File: src/dec_pkg.sv
// Constants for the dual edge capture block: register map, field layout and resets.
// Assumes a 32-bit APB with byte addresses and one word per register.
package dec_pkg;
  // ****************************************************
  // Register map
  // ****************************************************
  localparam logic [7:0]  DEC_CFG_ADDR     = 8'h00;
  localparam logic [7:0]  DEC_STAT_ADDR    = 8'h04;
  // ****************************************************
  // Configuration fields
  // ****************************************************
  localparam int          DEC_MODE_LSB     = 0;
  localparam int          DEC_ASYNC_BIT    = 2;
  localparam int          DEC_RESET_VALUE_ATTR_LSB    = 3;
  localparam int          DEC_LATCH_BIT    = 7;
  localparam int          DEC_INIT_RISE    = 8;
  localparam int          DEC_INIT_FALL    = 9;
  localparam int          DEC_CE_INV       = 10;
  localparam int          DEC_SR_INV       = 11;
  localparam int          DEC_REV_INV      = 12;
  localparam int          DEC_CE_USED      = 13;
  localparam int          DEC_CFG_W        = 14;
  localparam logic [13:0] DEC_CFG_RST      = 14'h2000;
  // ****************************************************
  // Storage element indices into the reset value field
  // ****************************************************
  localparam int          DEC_EL_FIRST     = 0;
  localparam int          DEC_EL_FALL      = 1;
  localparam int          DEC_EL_PIPE      = 2;
  localparam int          DEC_EL_RETIME    = 3;
  // ****************************************************
  // Alignment modes
  // ****************************************************
  typedef enum logic [1:0] {
    DEC_OPPOSITE_EDGE,
    DEC_RISING_ALIGN,
    DEC_RISING_ALIGN_PIPED_MODE,
    DEC_MODE_SPARE
  } dec_mode_t;
endpackage

File: src/dec_capture.sv
// Dual edge capture of one input pin with APB configuration and status.
// Assumes the pin, enable and force inputs are synchronous to CLK_I, and
// that software writes the configuration while the capture is idle.
`timescale 1ns/1ps
module dec_capture
  import dec_pkg::*;
(
  input  wire logic        CLK_I,      // System clock, 10 MHz
  input  wire logic        SYS_RST_I,  // Asynchronous reset, active high
  input  wire logic        PSEL_I,     // APB select
  input  wire logic        PENABLE_I,  // APB enable
  input  wire logic        PWRITE_I,   // APB write
  input  wire logic [7:0]  PADDR_I,    // APB byte address
  input  wire logic [31:0] PWDATA_I,   // APB write data
  output logic      [31:0] PRDATA_O,   // APB read data
  output logic             PREADY_O,   // APB ready
  output logic             PSLVERR_O,  // APB error on unmapped address
  input  wire logic        DATA_I,     // Receiver output of the pin
  input  wire logic        CE_I,       // Shared clock enable
  input  wire logic        SR_I,       // Primary reset input
  input  wire logic        REV_I,      // Reverse force input
  output logic             RISE_O,     // Rising edge sample
  output logic             FALL_O,     // Falling edge sample
  output logic             COMB_O      // Unregistered bypass of the pin
);

  // ****************************************************
  // APB slave
  // ****************************************************
  logic [DEC_CFG_W-1:0] cfg_r;
  logic                 pready_r;
  logic                 pslverr_r;
  logic [31:0]          prdata_r;
  logic                 addr_ok;
  logic                 acc_done;
  logic [31:0]          stat_word;

  assign addr_ok   = (PADDR_I == DEC_CFG_ADDR) || (PADDR_I == DEC_STAT_ADDR);
  assign acc_done  = PSEL_I && PENABLE_I && pready_r;

  always_ff @(posedge CLK_I or posedge SYS_RST_I) begin
    if (SYS_RST_I) begin
      pready_r  <= 1'b0;
      pslverr_r <= 1'b0;
      prdata_r  <= 32'h0000_0000;
    end else begin
      pready_r  <= PSEL_I && !PENABLE_I;
      pslverr_r <= PSEL_I && !PENABLE_I && !addr_ok;
      if (PSEL_I && !PENABLE_I && !PWRITE_I) begin
        if (PADDR_I == DEC_CFG_ADDR) begin
          prdata_r <= {18'h0_0000, cfg_r};
        end else if (PADDR_I == DEC_STAT_ADDR) begin
          prdata_r <= stat_word;
        end else begin
          prdata_r <= 32'h0000_0000;
        end
      end
    end
  end

  // Configuration is held static while capturing; defaults give
  // opposite-edge mode and synchronous forces.
  always_ff @(posedge CLK_I or posedge SYS_RST_I) begin
    if (SYS_RST_I) begin
      cfg_r <= DEC_CFG_RST;
    end else if (acc_done && PWRITE_I && (PADDR_I == DEC_CFG_ADDR)) begin
      cfg_r <= PWDATA_I[DEC_CFG_W-1:0];
    end
  end

  assign PRDATA_O  = prdata_r;
  assign PREADY_O  = pready_r;
  assign PSLVERR_O = pslverr_r;

  // ****************************************************
  // Configuration decode and control polarity
  // ****************************************************
  dec_mode_t  mode;
  logic       async_f;
  logic [3:0] reset_value_attr;
  logic       latch_f;
  logic       ce_eff;
  logic       sr_eff;
  logic       rev_eff;
  logic       force_on;
  logic       init_pend_r;

  assign mode     = dec_mode_t'(cfg_r[DEC_MODE_LSB +: 2]);
  assign async_f  = cfg_r[DEC_ASYNC_BIT];
  assign reset_value_attr    = cfg_r[DEC_RESET_VALUE_ATTR_LSB +: 4];
  assign latch_f  = cfg_r[DEC_LATCH_BIT];
  assign sr_eff   = SR_I ^ cfg_r[DEC_SR_INV];
  assign rev_eff  = REV_I ^ cfg_r[DEC_REV_INV];
  // An enable that is not wired in reads as asserted.
  assign ce_eff   = cfg_r[DEC_CE_USED] ? (CE_I ^ cfg_r[DEC_CE_INV]) : 1'b1;
  assign force_on = sr_eff || rev_eff;

  // Value a forced element takes, from its reset value bit.
  function automatic logic force_val(input logic sv, input logic sr, input logic reverse_force_in);
    logic v;
    v = 1'b0;
    if (sr && reverse_force_in) begin
      v = 1'b0;
    end else if (sr) begin
      v = sv;
    end else if (reverse_force_in) begin
      v = !sv;
    end
    return v;
  endfunction

  // A synchronous force waits for the enable; an asynchronous one acts
  // at the element's next edge whatever the enable says.
  logic take_force;
  logic take_data;
  assign take_force = force_on && (async_f || ce_eff);
  assign take_data  = !force_on && ce_eff;

  // Initial values are applied at the first edge after reset release.
  always_ff @(posedge CLK_I or posedge SYS_RST_I) begin
    if (SYS_RST_I) begin
      init_pend_r <= 1'b1;
    end else begin
      init_pend_r <= 1'b0;
    end
  end

  // ****************************************************
  // Storage elements
  // ****************************************************
  logic clk_n;
  logic first_capture_reg;
  logic falling_capture_reg;
  logic same_edge_retime_reg;
  logic [1:0] pipeline_align_reg;

  assign clk_n = ~CLK_I;

  // First element; as a latch it holds what it saw when the clock fell.
  always_ff @(posedge CLK_I or posedge SYS_RST_I) begin
    if (SYS_RST_I) begin
      first_capture_reg <= 1'b0;
    end else if (init_pend_r) begin
      first_capture_reg <= cfg_r[DEC_INIT_RISE];
    end else if (take_force) begin
      first_capture_reg <= force_val(reset_value_attr[DEC_EL_FIRST], sr_eff, rev_eff);
    end else if (take_data) begin
      first_capture_reg <= latch_f ? falling_capture_reg : DATA_I;
    end
  end

  // Falling element on the inverted copy of the one clock.
  always_ff @(posedge clk_n or posedge SYS_RST_I) begin
    if (SYS_RST_I) begin
      falling_capture_reg <= 1'b0;
    end else if (init_pend_r) begin
      falling_capture_reg <= cfg_r[DEC_INIT_FALL];
    end else if (take_force) begin
      falling_capture_reg <= force_val(reset_value_attr[DEC_EL_FALL], sr_eff, rev_eff);
    end else if (take_data) begin
      falling_capture_reg <= DATA_I;
    end
  end

  // Retime of the falling sample onto the rising edge.
  always_ff @(posedge CLK_I or posedge SYS_RST_I) begin
    if (SYS_RST_I) begin
      same_edge_retime_reg <= 1'b0;
    end else if (init_pend_r) begin
      same_edge_retime_reg <= cfg_r[DEC_INIT_FALL];
    end else if (take_force) begin
      same_edge_retime_reg <= force_val(reset_value_attr[DEC_EL_RETIME], sr_eff, rev_eff);
    end else if (take_data) begin
      same_edge_retime_reg <= falling_capture_reg;
    end
  end

  // Pipeline stage after both capture paths.
  always_ff @(posedge CLK_I or posedge SYS_RST_I) begin
    if (SYS_RST_I) begin
      pipeline_align_reg <= 2'h0;
    end else if (init_pend_r) begin
      pipeline_align_reg <= {cfg_r[DEC_INIT_FALL], cfg_r[DEC_INIT_RISE]};
    end else if (take_force) begin
      pipeline_align_reg <= {2{force_val(reset_value_attr[DEC_EL_PIPE], sr_eff, rev_eff)}};
    end else if (take_data) begin
      pipeline_align_reg <= {falling_capture_reg, first_capture_reg};
    end
  end

  // ****************************************************
  // Output selection
  // ****************************************************
  always_comb begin
    case (mode)
      DEC_OPPOSITE_EDGE: begin
        RISE_O = first_capture_reg;
        FALL_O = falling_capture_reg;
      end
      DEC_RISING_ALIGN: begin
        RISE_O = first_capture_reg;
        FALL_O = same_edge_retime_reg;
      end
      DEC_RISING_ALIGN_PIPED_MODE: begin
        RISE_O = pipeline_align_reg[0];
        FALL_O = pipeline_align_reg[1];
      end
      default: begin
        RISE_O = first_capture_reg;
        FALL_O = falling_capture_reg;
      end
    endcase
  end

  assign COMB_O    = DATA_I;
  assign stat_word = {26'h000_0000, ce_eff, init_pend_r, DATA_I, FALL_O, RISE_O, 1'b0};

  // ****************************************************
  // Assertions
  // ****************************************************
  logic quiet;
  assign quiet = take_data && !init_pend_r;
endmodule

File: config.mk
export PLATFORM = sky130hd
export DESIGN_NAME = dec_capture
export DESIGN_NICKNAME = d
export VERILOG_FILES = /design/src/dec_pkg.sv /design/src/dec_capture.sv
export SDC_FILE = /design/constraint.sdc
export NUM_CORES = 1
export LEC_CHECK = 0
export ABC_AREA = 1
export BUFFER_PORTS_ARGS = -buffer_cell sky130_fd_sc_hd__buf_2
export CORE_MARGIN = 10
export CORE_UTILIZATION = 51
export DETAILED_ROUTE_END_ITERATION = 6
export GPL_ROUTABILITY_DRIVEN = 0
export GPL_TIMING_DRIVEN = 0
export PLACE_DENSITY = 0.85
export SLEW_MARGIN = 20
export SYNTH_ARGS = -nofsm -noshare
export SYNTH_HDL_FRONTEND = slang
export SYNTH_SLANG_ARGS = --single-unit
File: constraint.sdc
create_clock -name CLK_I -period 2.28 [get_ports CLK_I]
set_clock_uncertainty 0.05 [all_clocks]
set_input_delay 0 -clock CLK_I [delete_from_list [all_inputs] [get_ports CLK_I]]
set_output_delay 0 -clock CLK_I [all_outputs]
set_load 0.01 [all_outputs]
Yosys cells after proc, flatten, opt, wreduce, memory -nomap -nowiden
Index checks and enable logic that the tools add are counted.
Widths: inputs -> output; s select.
{"block": "classes", "n_mux": 30, "reduce_logical": 23, "eq_ne": 3, "bitwise_logic": 3}
{"op": "$mux 1", "n": 24}
{"op": "$mux 14", "n": 1}
{"op": "$logic_and 1x1->1", "n": 10}
{"op": "$eq 8x3->1 const B", "n": 1}
{"op": "$logic_not 1->1", "n": 8}
{"op": "$logic_not 8->1", "n": 1}
{"op": "$mux 2", "n": 3}
{"op": "$mux 6", "n": 1}
{"op": "$logic_or 1x1->1", "n": 3}
{"op": "$reduce_bool 3->1", "n": 1}
{"op": "$xor 1x1->1", "n": 3}
{"op": "$eq 2x1->1 const B", "n": 1}
{"op": "$eq 2x2->1 const B", "n": 1}
{"op": "$pmux 1 s2", "n": 1}
{"block": "word_totals", "word_cells": 68, "register_bits": 54, "in_bits": 49}

Depth between registers and ports, before layout
Gate-level depths: netlist (run 1).
{"block": "logic_depth", "depth_word": 7, "mapped_depth": 10}

==> results of run 1 <==
## power by group
group	leakage, nW	switching [mW]	internal [mW]	total [mW]
clock	0.0552	0.232	0.324	0.556
combinational	1.09	0.122	0.117	0.239
sequential	0.425	0.0170	0.666	0.683
total	1.57	0.371	1.11	1.48
## tightest hold or removal path, cell delays in order
cell and delay, ns:
buf_2 0.10, inv_1 0.06, nor2_1 0.06, inv_1 0.08
nor3_1 0.06
## stage by stage
| step | area [um2] | instances | hold WS, ns | total power [mW] | TNS, ns |
|---|---|---|---|---|---|
| 6_report | 2820 | 407 | 0.0516 | 1.48 | -0.327 |
| 5_1_grt | 2820 | 407 | 0.0881 | 1.54 | -0.603 |
| 4_1_cts | 2760 | 402 | 0.0239 | 1.47 | -0.209 |
| 3_5_place_dp | 2380 | 367 | 0.114 | 0.886 | -0.317 |
| 3_3_place_gp | 2380 | 367 | 0.130 | 0.879 | -0.294 |
| 2_1_floorplan | 2080 | 270 | 0.0272 | 0.815 | -0.0706 |
## final timing paths
kind / endpoint / slack (ns)
max: falling_capture_reg / -0.17
max in group asynchronous: falling_capture_reg / 0.33
min reg2reg: PRDATA_O[12] / 0.43
min: PSLVERR_O / 0.05
min in group asynchronous: PRDATA_O[7] / 0.31
max reg2reg: falling_capture_reg / -0.17
## cells by family after synthesis
logic type / Yosys count
AOI/OAI and AO/OA: 25
DFF: 36
other: 1
buffers and inverters: 50
and+or+nand+nor: 137
adders and majority gates: 2
muxes: 1
## routing by layer
layer / share of wire [%] / vias up / wire length (um) / track usage, %
li1: - / 963 / - / -
met1: 39 / 888 / 2090 / 17.6
met2: 51 / 53 / 2770 / 28.5
met3: 9.0 / 9 / 488 / 4.64
met4: 1.3 / 0 / 73 / 6.97
met5: 0 / - / 0 / 0
## area by class of cell
type | count | share of cell area [%]
Multi-Input combinational cell | 184 | 33.5
Sequential cell | 36 | 32.1
Timing Repair Buffer | 80 | 18.6
Buffer | 24 | 6.35
Inverter | 26 | 3.46
Clock buffer | 6 | 2.58
Tap cell | 48 | 2.13
Clock inverter | 2 | 1.24
Antenna cell | 1 | 0.0888
## repair_timing
action                     CTS  global route
buffers inserted            10             4
setup endpoints to repair    3             4
pin swaps                    9            11
gates resized for setup      8             9
hold buffers                17             0
hold endpoints to repair    49             0
## cells in the final DEF (no fill, tap or decap), drive strengths merged, types with 5 or more instances in the layout
master       synthesis  routed
nand3               22      22
conb                 1      19
clkbuf               1       7
dfrtp               33      33
inv                 25      25
dlygate4sd3          0      17
nor2                36      36
nand2               76      76
a21oi               13      13
o21a                 5       5
o21ai                6       6
buf                 23      86
==> results.md, run 1 <==
- Counting the fill cells in the layout gives 276.
- The initial antenna violation count is 1.
- The growth of design area from synthesis to finish is 42.2%.
- In this run the number of cells on the critical path is 5.
- In this run the standard cell core region covers 3720 um2.
- The H-tree generated during clock tree synthesis spans 2 levels.
- The async set-reset flop share out of synthesis is 100%.
- The number of remaining DRC errors is 0.
- The critical path is of the register to register type.
- Yosys instantiated no cell more often than nand2_1.
- Synthesis produced a netlist whose cell count is approximately 250.
- The leading area contributor after synthesis is dfrtp_1.
- Setup repair after global routing could not meet its margin everywhere.
- The wire-length estimate of the detail-placed layout is 3830 um.
- The synthesized netlist devotes 8.96% of its cell area to compound gates.
- In this run the vertical extent of the chip is 82.3 um.
- STA classifies the critical path startpoint as a register.
- For the worst setup path, the data required time is between 1 and 1.5 ns.
- The flow ran to the end, but the final reports show violations.
- The initial cell density of the core is 53.3%.
- The kind of path behind the tightest hold check is input port to register.
- Across the whole layout, storage elements account for 903 um2.
- The slowest cell on the critical path is dfstp_2.
- The first global-routing pass estimated 8470 um of wire.
- The floorplan step defined a die boundary enclosing 6780 um2.
- For the worst setup path, the data arrival time is roughly 1.4 ns.
- In this run the core area contains 22 standard-cell rows.
- The type of element capturing the critical path is a register.
- Of the total synthesized cell area, the portion taken by full adders, half adders and majority gates is 1.26%.
- The count of buffer and inverter cells on the critical path is 0.
- The multi-input combinational cell area is 943 um2.
- Walking the worst path, the cells encountered are nand3_2, nand2_4, nand3_4, nor2_1, nor2_1.
- The number of enable flip-flop cells after synthesis is 0.
- The detailed-route via count is 1913.
- The worst path setup slack after routing is -0.171 ns.
- The total of endpoints with negative setup slack in the final report is 3.
- 86 I/O pins were placed.
- The stage delay of the slowest cell on the critical path is 0.60 ns.
- At the placement stage, the worst setup path has a slack of -0.292 ns.
- For this run, the post-layout net count is between 400 and 500.
- In the global route stage, overall resource usage came out at between 10% and 20%.
- The count of synthesis-stage warnings from yosys is 0.
- The largest net degree at the start of global routing is 37.
- For this design, the sink count on the clock tree is 36.
- The final reports fail on setup timing.
- The number of nets still failing antenna checks after routing is 0.
- The CTS tree is done.
- The first-pass detailed-route iteration total is 4.
- Clock tree synthesis selected as its root buffer the cell clkbuf_8.
- Counting along the longest clock path gives a buffer depth of 2.
- At the pin with the least slew margin, the transition time is between 0.8 and 0.9 ns.
- Of the total synthesized cell area, the portion taken by AND, OR, NAND and NOR gates is between 20% and 30%.
- The mean number of vias per cell is 4.70.
- The depth of the worst register-to-register path is 5.
- The worst hold path begins at PSEL_I.
- The combined area of all synthesized cells is between 1500 and 2000 um2.
- The latest clock arrival within the worst-skew pair is roughly 0.29 ns.
- Summed over all cells, the static leakage comes to about 1.6 nW.
- The number of slew-limit violations in the final report is 0.
- The power density over cell area is approximately 520 nW/um2.
- Buffers inserted during clock tree synthesis total 5.
- The number of maximum-capacitance constraint violations is 0.
- The worst ir drop on vdd is 0.000343 V.
- Sorting the synthesized cells by area gives the leading types as dfrtp_1 (42%), nand2_1 (14%), buf_4 (7.2%).
- Clock-pin slew was measured on the worst setup and hold paths at 0.07 ns.
- The critical path starts at cfg_r[13].
- The die width is 82.3 um.
- Each instance of the synthesized netlist takes up on average 7.86 um2.
- For this run, the leading register cell type out of synthesis is dfrtp_1.
- The critical register-to-register path startpoint is cfg_r[13].
- In the synthesized netlist, the cells that appear most often are nand2_1 (74), nor2_1 (35), dfrtp_1 (33).
- The post-synthesis register bit count is 36.
- The final core utilization is roughly three quarters.
- In this run, distinct cell masters in the synthesized netlist total 28.
- Summed over its instances, the top area cell type makes up roughly two fifths of the synthesized netlist area.
- The quantity of I/O buffers inserted on ports is 49.
- Of the post-synthesis cell area, the part taken by muxes is 0.568%.
- The starting DRC count in detailed routing is 84.
- Summed over all layers, the routed wires come to 5420 um.
- The largest family of logic cells by synthesized area is simple AND/OR/NAND/NOR gates.
- The fraction of final layout cells with drive strength greater than 1 is 37.4%.
- The number of global-route vias before repair is 1898.
- The cell occurring most often along the worst timing path is nor2_1.
- The xor and xnor fraction of the mapped netlist area is 0%.
- In this run the worst path has a maximum fanout of 5.
- The residual overflow from global routing is 0.
- The worst hold path was traced through 5 stages.
- The sequential fraction of the synthesis area is a little under half.
- After detailed routing, the average wire length per cell comes to 13.3 um.
- The cell family with the largest share of critical-path delay is flip-flops.
- In this run the tightest slew margin relative to its limit is 44.9%.
- The hold violation count in the final report was 0.
Power figures use the tool's default switching activity.
==> inputs of run 2 (changes only) <==
--- a/config.mk
+++ b/config.mk
@@ -5,14 +5,13 @@
 export SDC_FILE = /design/constraint.sdc
 export NUM_CORES = 1
 export LEC_CHECK = 0
-export ABC_AREA = 1
 export BUFFER_PORTS_ARGS = -buffer_cell sky130_fd_sc_hd__buf_2
 export CORE_MARGIN = 10
-export CORE_UTILIZATION = 51
+export CORE_UTILIZATION = 50
 export DETAILED_ROUTE_END_ITERATION = 6
 export GPL_ROUTABILITY_DRIVEN = 0
 export GPL_TIMING_DRIVEN = 0
-export PLACE_DENSITY = 0.85
+export PLACE_DENSITY = 0.84
 export SLEW_MARGIN = 20
 export SYNTH_ARGS = -nofsm -noshare
 export SYNTH_HDL_FRONTEND = slang
==> run 2 against run 1 <==
  * The flow still finishes with violations (setup timing)
  * Design area down 3.4%
  * Hold slack worse by 0.036 ns
  * Combinational power down 23%
  * Synthesized cell count down 31%
  * Sequential share of layout area up 1.2 points
  * Cell count down 21%
  * Via count down 17%
  * Critical path type unchanged
  * Largest cell class unchanged
  * Largest power group unchanged
==> results.md, run 2 <==
- The run finished, with violations left.
- The checks that failed: setup timing.
- The total of endpoints with negative setup slack in the final report is 4 (+1).
- The die area is 6720 um2 (-0.88%).
- The static leakage is 1.42 nW (-9.8%).
- The initial antenna violation count is 0 (-1).
- The number of slew-limit violations in the final report came to 0 (unchanged).
- The half-perimeter wire length after placement is 3430 um (-11%).
- The length of routed met2 wiring came to 2500 um (-9.6%).
- The worst setup path is captured at a register.
- The share of power burned in registers is 47.1% (+0.9 points).
- The growth of design area from synthesis to finish is 41.8%.
- The clock input transition at the sequential cells of the worst setup and hold paths came to 0.07 ns (about the same).
- The quantity of I/O buffers inserted on ports is 48 (-2.0%).
- The placement-stage cell area is 2340 um2 (-1.8%).
- The async set-reset flop share out of synthesis came to 100% (unchanged).
- The tightest min-delay check is of the input port to register type.
- The number of H-tree branching levels came to 2 (unchanged).
- The aggregate global-route resource usage is 15.1% (-1.0 points).
- The mean number of vias per cell is 4.96 (+5.4%).
- The total power draw is 1.39 mW (-5.7%).
- In the layout the commonest cells are buf_2 (48), dfrtp_1 (32), buf_4 (27).
- The latest clock arrival within the worst-skew pair is 0.30 ns (about the same).
- The wire length reported by the detailed router came to 4990 um (-7.9%).
- The met1 wire length came to 1880 um (-10%).
- The most common cell after layout, fill and taps aside is buf_2.
- The top cell type's share of synthesized area is 43.0% (+1.3 points).
- The worst slew margin relative to its limit came to 52.1% (+7.2 points).
- The share of power burned in the clock network is 39.8% (+2.2 points).
- The library cell with the highest instance count after synthesis is dfrtp_1.
- The post-synthesis instance total is 173 (-31%).
- The area used by sequential logic in the layout is 905 um2 (+0.14%).
- The commonest cells after synthesis are dfrtp_1 (33), buf_4 (19), nand2_1 (11).
- The starting DRC count in detailed routing is 93 (+11%).
- The count of pins on the block boundary is 86 (unchanged).
- The mean routed wirelength per cell came to 15.6 um (+17%).
- Setup repair after global routing could not meet its margin everywhere.
- The CTS tree is done.
- The largest net degree at the start of global routing was 37 (unchanged).
- The hold violation count in the final report is 0 (unchanged).
- The residual overflow from global routing was 0 (unchanged).
- The largest driver fanout on the critical path is 4 (-1).
- The fraction of final layout cells with drive strength greater than 1 is 43.4% (+6.0 points).
- The combined area of all synthesized cells came to 1920 um2 (-3.1%).
- The number of nets still failing antenna checks after routing was 0 (unchanged).
- The wire length on met3 is 514 um (+5.3%).
- The layout net count is 322 (-21%).
- The number of enable flip-flop cells after synthesis came to 0 (unchanged).
- The count of synthesis-stage warnings from yosys is 0 (unchanged).
- In the synthesized netlist the dominant register cell turns out to be dfrtp_1.
- The multi-input combinational cell area came to 987 um2 (+4.6%).
- The net switching power is 328 uW (-12%).
- The die boundary height is 82.0 um (-0.44%).
- The signal arrival time at the worst endpoint is 1.50 ns (+0.09 ns).
- The number of rows created at floorplan came to 22 (unchanged).
- The global-route wire length before repair is 7830 um (-7.5%).
- The worst ir drop on vdd was 0.000492 V (+44%).
- The actual transition at the worst max-transition pin is 0.718 ns (-0.107 ns).
- The clock net sink count was 36 (unchanged).
- The total negative setup slack was -0.389 ns (-0.0624 ns).
- The number of maximum-capacitance constraint violations is 0 (unchanged).
- The die width is 82.0 um (-0.44%).
- The average size of a mapped cell is 11.1 um2 (+41%).
- The minimum hold slack is 0.0161 ns (-0.0355 ns).
- The sequential fraction of the synthesis area is 47.0% (+1.5 points).
- The initial cell density of the core came to 52.1% (-1.3 points).
- The share of total power consumed by net switching is 23.5% (-1.6 points).
- The count of fill cells added during filler insertion is 285 (+3.3%).
- The power density over cell area was 512 nW/um2 (-2.4%).
- The top layer reached by signal wires is met4.
- The number of global-route vias before repair is 1628 (-14%).
- The internal power consumption is 1.07 mW (-3.7%).
- The type of the worst setup path is register to register.
- The detailed-route via count is 1586 (-17%).
- The post-synthesis register bit count is 36 (unchanged).
- The number of clock buffers inserted by TritonCTS was 5 (unchanged).
- The number of remaining DRC errors was 0 (unchanged).
- The area of the core is 3690 um2 (-0.74%).
- Ranked by total cell area, the synthesized netlist is headed by dfrtp_1 (43%), mux2_4 (7.8%), buf_4 (7.4%).
- The leading area contributor after synthesis is dfrtp_1.
- The CTS root buffer is clkbuf_8.
- The combinational share of power is 13.1% (-3.1 points).
- The data required time of the worst path is 1.23 ns (about the same).
- The worst path setup slack after routing is -0.275 ns (-0.104 ns).
- The maximum clock insertion buffer count came to 2 (unchanged).
- The number of antenna diodes is 0 (-1).
- The first-pass detailed-route iteration total is 4 (unchanged).
- The distinct cell type count after synthesis was 46 (+64%).
- The final cell area excluding filler cells came to 2720 um2 (-3.4%).
- The worst setup path is launched from a register.
[run 2: cell count changes in the layout (fill, tap and decap cells not counted), sizes merged, moves of 6 or more]
cell   change
nand2     -65
nor2      -26
nand3     -21
inv       -20
mux2      +13
a22o       +9
buf        -9
a21oi      -6
[run 2: worst paths after layout]
path,startpoint,to,slack [ns],cells after the start
worst max-delay path,cfg_r[11],falling_capture_reg,-0.27,5
worst min-delay path,PADDR_I[3],PSLVERR_O,0.02,3
worst max register to register,cfg_r[11],falling_capture_reg,-0.27,5
worst min register to register,PRDATA_O[1],PRDATA_O[1],0.43,2
max in group asynchronous,SYS_RST_I,falling_capture_reg,0.36,3
min in group asynchronous,SYS_RST_I,PRDATA_O[8],0.31,3
[run 2: kinds of logic (layout without fill, tap and decap cells)]
kind of cell    Yosys count  after routing  synth area share, %
other cells               1             19                0.195
buf+inv                  30            111                 9.97
flops                    36             36                 47.0
simple gates             41             41                 12.8
fa+ha+maj                 2              2                 1.30
xor+xnor                  4              4                 1.82
mux                      19             19                 12.8
compound gates           40             40                 14.1
[run 2: layer usage]
layer	GRT usage (%)	vias to the layer above
met1	16.2	738
li1	-	774
met4	7.14	0
met2	26.1	66
met5	0	-
met3	5.13	8
[run 2: cell type report]
cell class | instances | share of cell area [%]
flip-flops and latches | 36 | 33.2
inverters | 5 | 0.689
clock buffers | 6 | 2.67
plain buffers | 25 | 6.39
repair buffers | 73 | 17.3
clock inverters | 2 | 1.29
well taps | 48 | 2.21
multi-input cells | 125 | 36.3
[run 2: timing repair]
item                       4_1_cts  5_1_grt
hold buffers                    17        0
buffers inserted                 7        1
resized for setup                7        4
hold endpoints to repair        49        0
setup endpoints to repair        4        5
pin swaps                        6        5
[run 2: metrics by stage]
stage	worst slack (ns)	std cells	util [%]
finish	-0.275	320	73.8
global route	-0.339	320	73.8
CTS	-0.231	319	73.1
detailed placement	-0.284	287	63.4
global placement	-0.289	287	63.4
floorplan	-0.145	191	-
[run 2: worst max-delay path: stages (launching register included)]
cell      delay (ns)
dfrtp_1         0.45
xnor2_4         0.20
a21boi_4        0.21
nor3_4          0.07
a22oi_1         0.17
o31ai_1         0.10
[run 2: power by group through the flow]
stage	combinational [mW]	sequential [mW]	clock, mW
global route	0.204	0.658	0.583
detailed placement	0.145	0.668	0
CTS	0.176	0.656	0.556
floorplan	0.0967	0.667	0
global placement	0.142	0.668	0
finish	0.183	0.657	0.555
==> inputs of run 3 (changes only) <==
--- a/config.mk
+++ b/config.mk
@@ -12,6 +12,7 @@
 export GPL_ROUTABILITY_DRIVEN = 0
 export GPL_TIMING_DRIVEN = 0
 export PLACE_DENSITY = 0.84
+export RECOVER_POWER = 50
 export SLEW_MARGIN = 20
 export SYNTH_ARGS = -nofsm -noshare
 export SYNTH_HDL_FRONTEND = slang
==> run 3 against run 2 <==
  * The run still ends with setup timing left
  * Sequential power is essentially flat
  * Critical endpoint unchanged
  * Largest power group unchanged
  * Clock power is essentially flat
  * Via count is essentially flat
  * Die area is the same
  * Routed wire length grew 0.64%
==> results.md, run 3 (synthesis gave the netlist of run 2 again) <==
- TritonCTS built the clock tree.
- The die width is 82.0 um (unchanged).
- The kind of path behind the tightest hold check is input port to register.
- The mean number of vias per cell is 4.96 (about the same).
- The mean routed wirelength per cell is 15.7 um (+0.64%).
- The layout net count came to 322 (unchanged).
- The share of power burned in the clock network came to 39.8% (about the same).
- The share of power burned in registers is 47.2% (about the same).
- The number of remaining DRC errors is 0 (unchanged).
- Clock tree synthesis selected as its root buffer the cell clkbuf_8.
- The count of pins on the block boundary is 86 (unchanged).
- The final reports fail on setup timing.
- The number of cells in the finished layout apart from fillers came to 320 (unchanged).
- The number of nets still failing antenna checks after routing is 0 (unchanged).
- The starting DRC count in detailed routing is 79 (-15%).
- The static leakage is 1.35 nW (-5.0%).
- The hold violation count in the final report came to 0 (unchanged).
- The die area is 6720 um2 (unchanged).
- The clock input transition at the sequential cells of the worst setup and hold paths is 0.07 ns (about the same).
- The worst ir drop on vdd is 0.000493 V (about the same).
- The half-perimeter wire length after placement is 3430 um (unchanged).
- The fraction of final layout cells with drive strength greater than 1 was 37.1% (-6.3 points).
- The data required time of the worst path came to 1.23 ns (about the same).
- The aggregate global-route resource usage came to 15.1% (unchanged).
- The number of global-route vias before repair is 1628 (unchanged).
- Traced cell by cell, the critical path runs through xnor2_2, a21boi_4, nor3_4, a22oi_1, o31ai_1.
- The first-pass detailed-route iteration total is 4 (unchanged).
- The largest individual stage delay along the critical path comes from the cell dfrtp_2.
- The cell depth of the worst hold path is 3 (unchanged).
- The initial antenna violation count is 0 (unchanged).
- STA classifies the critical path startpoint as a register.
- The area of the core came to 3690 um2 (unchanged).
- Leaving out fill and tap cells, the most frequent cells in the layout are dfrtp_1 (32), buf_2 (32), buf_4 (27).
- The number of slew-limit violations in the final report is 0 (unchanged).
- The largest net degree at the start of global routing is 37 (unchanged).
- The largest driver fanout on the critical path is 4 (unchanged).
- The clock net sink count came to 36 (unchanged).
- The initial cell density of the core came to 52.1% (unchanged).
- The signal arrival time at the worst endpoint is 1.50 ns (about the same).
- Setup repair after global routing could not meet its margin everywhere.
- STA classifies the critical path endpoint as a register.
- The share of total power consumed by net switching is 23.4% (-0.077 points).
- The number of clock buffers inserted by TritonCTS was 5 (unchanged).
- The power density over cell area came to 518 nW/um2 (+1.1%).
- The worst slew margin relative to its limit is 52.0% (-0.065 points).
- The stage delay of the slowest cell on the critical path is 0.48 ns (+0.03 ns).
- The die boundary height was 82.0 um (unchanged).
- The depth of the worst register-to-register path is 5 (unchanged).
- The type of the worst setup path is register to register.
- The quantity of I/O buffers inserted on ports is 48 (unchanged).
- The number of maximum-capacitance constraint violations is 0 (unchanged).
- The total power draw came to 1.39 mW (-0.18%).
- The internal power consumption was 1.07 mW (about the same).
- The total of endpoints with negative setup slack in the final report is 4 (unchanged).
- The wire length reported by the detailed router came to 5020 um (+0.64%).
- The maximum clock insertion buffer count is 2 (unchanged).
- The number of H-tree branching levels is 2 (unchanged).
- The number of antenna diodes is 0 (unchanged).
- The global-route wire length before repair came to 7830 um (unchanged).
- The net switching power is 326 uW (-0.51%).
- The combinational share of power is 13.0% (about the same).
- The number of rows created at floorplan was 22 (unchanged).
- The latest clock arrival within the worst-skew pair came to 0.30 ns (about the same).
- The residual overflow from global routing came to 0 (unchanged).
- The actual transition at the worst max-transition pin is 0.718 ns (+0.000972 ns).
- The count of fill cells added during filler insertion was 294 (+3.2%).
- The number of instances in the placed design is 287 (unchanged).
- The detailed-route via count came to 1587 (+0.063%).
- The growth of design area from synthesis to finish is 39.9%.
- The worst path setup slack after routing is -0.276 ns (-0.000795 ns).
- The run finished, with violations left.
run 3: cell types whose count changed in the layout (fill, tap and decap cells not counted):
cell and change:
clkbuf_1 +16, buf_2 -16, nor4_1 +1, nor4_4 -1
run 3: worst max-delay path: cells and delay by family (launching register included):
family | cells | cell delay (ns)
AO/OA/AOI/OAI | 3 | 0.46
flip-flops | 1 | 0.48
XOR/XNOR | 1 | 0.19
AND/OR/NAND/NOR | 1 | 0.07
run 3: path summary, 6_finish.rpt:
kind,from,to,slack [ns]
min reg2reg,PRDATA_O[1],PRDATA_O[1],0.43
max in group asynchronous,SYS_RST_I,falling_capture_reg,0.35
min in group asynchronous,SYS_RST_I,PRDATA_O[8],0.31
max reg2reg,cfg_r[12],falling_capture_reg,-0.28
min,DATA_I,PRDATA_O[3],0.03
max,cfg_r[12],falling_capture_reg,-0.28
run 3: per-layer routing:
layer / vias to the layer above / routed length (um) / global-route usage, %
li1: 773 / - / -
met1: 740 / 1910 / 16.2
met2: 66 / 2500 / 26.1
met3: 8 / 521 / 5.13
met4: 0 / 91 / 7.14
met5: - / 0 / 0
run 3: timing repair:
action	4_1_cts	5_1_grt
hold endpoints to repair	49	0
setup buffers	7	1
setup endpoints to repair	4	5
gates resized for setup	7	4
hold buffers	17	0
pin swaps	6	5
run 3: power groups by stage:
stage / Clock, mW / Sequential (mW) / Combinational, mW
finish: 0.555 / 0.657 / 0.181
global route: 0.583 / 0.658 / 0.202
CTS: 0.556 / 0.656 / 0.176
detailed placement: 0 / 0.668 / 0.145
global placement: 0 / 0.668 / 0.142
floorplan: 0 / 0.667 / 0.0967
run 3: through the flow:
stage / area (um2) / TNS, ns / hold slack (ns) / setup WS [ns] / util, %
floorplan: 2040 / -0.145 / 0.0237 / -0.145 / -
global placement: 2340 / -0.332 / 0.135 / -0.289 / 63.4
detailed placement: 2340 / -0.312 / 0.113 / -0.284 / 63.4
CTS: 2700 / -0.286 / 0.0195 / -0.231 / 73.1
global route: 2690 / -0.620 / 0.0482 / -0.339 / 72.9
finish: 2690 / -0.392 / 0.0289 / -0.276 / 72.9
run 3: area by class of cell:
class                           instances  area (um2)  share of cell area, %
Multi-Input combinational cell        125         972                   36.2
Clock inverter                          2        35.0                   1.30
Clock buffer                            6        72.6                   2.70
Inverter                                5        18.8                  0.698
Timing Repair Buffer                   73         450                   16.8
Buffer                                 25         174                   6.47
Tap cell                               48        60.1                   2.23
Sequential cell                        36         905                   33.7
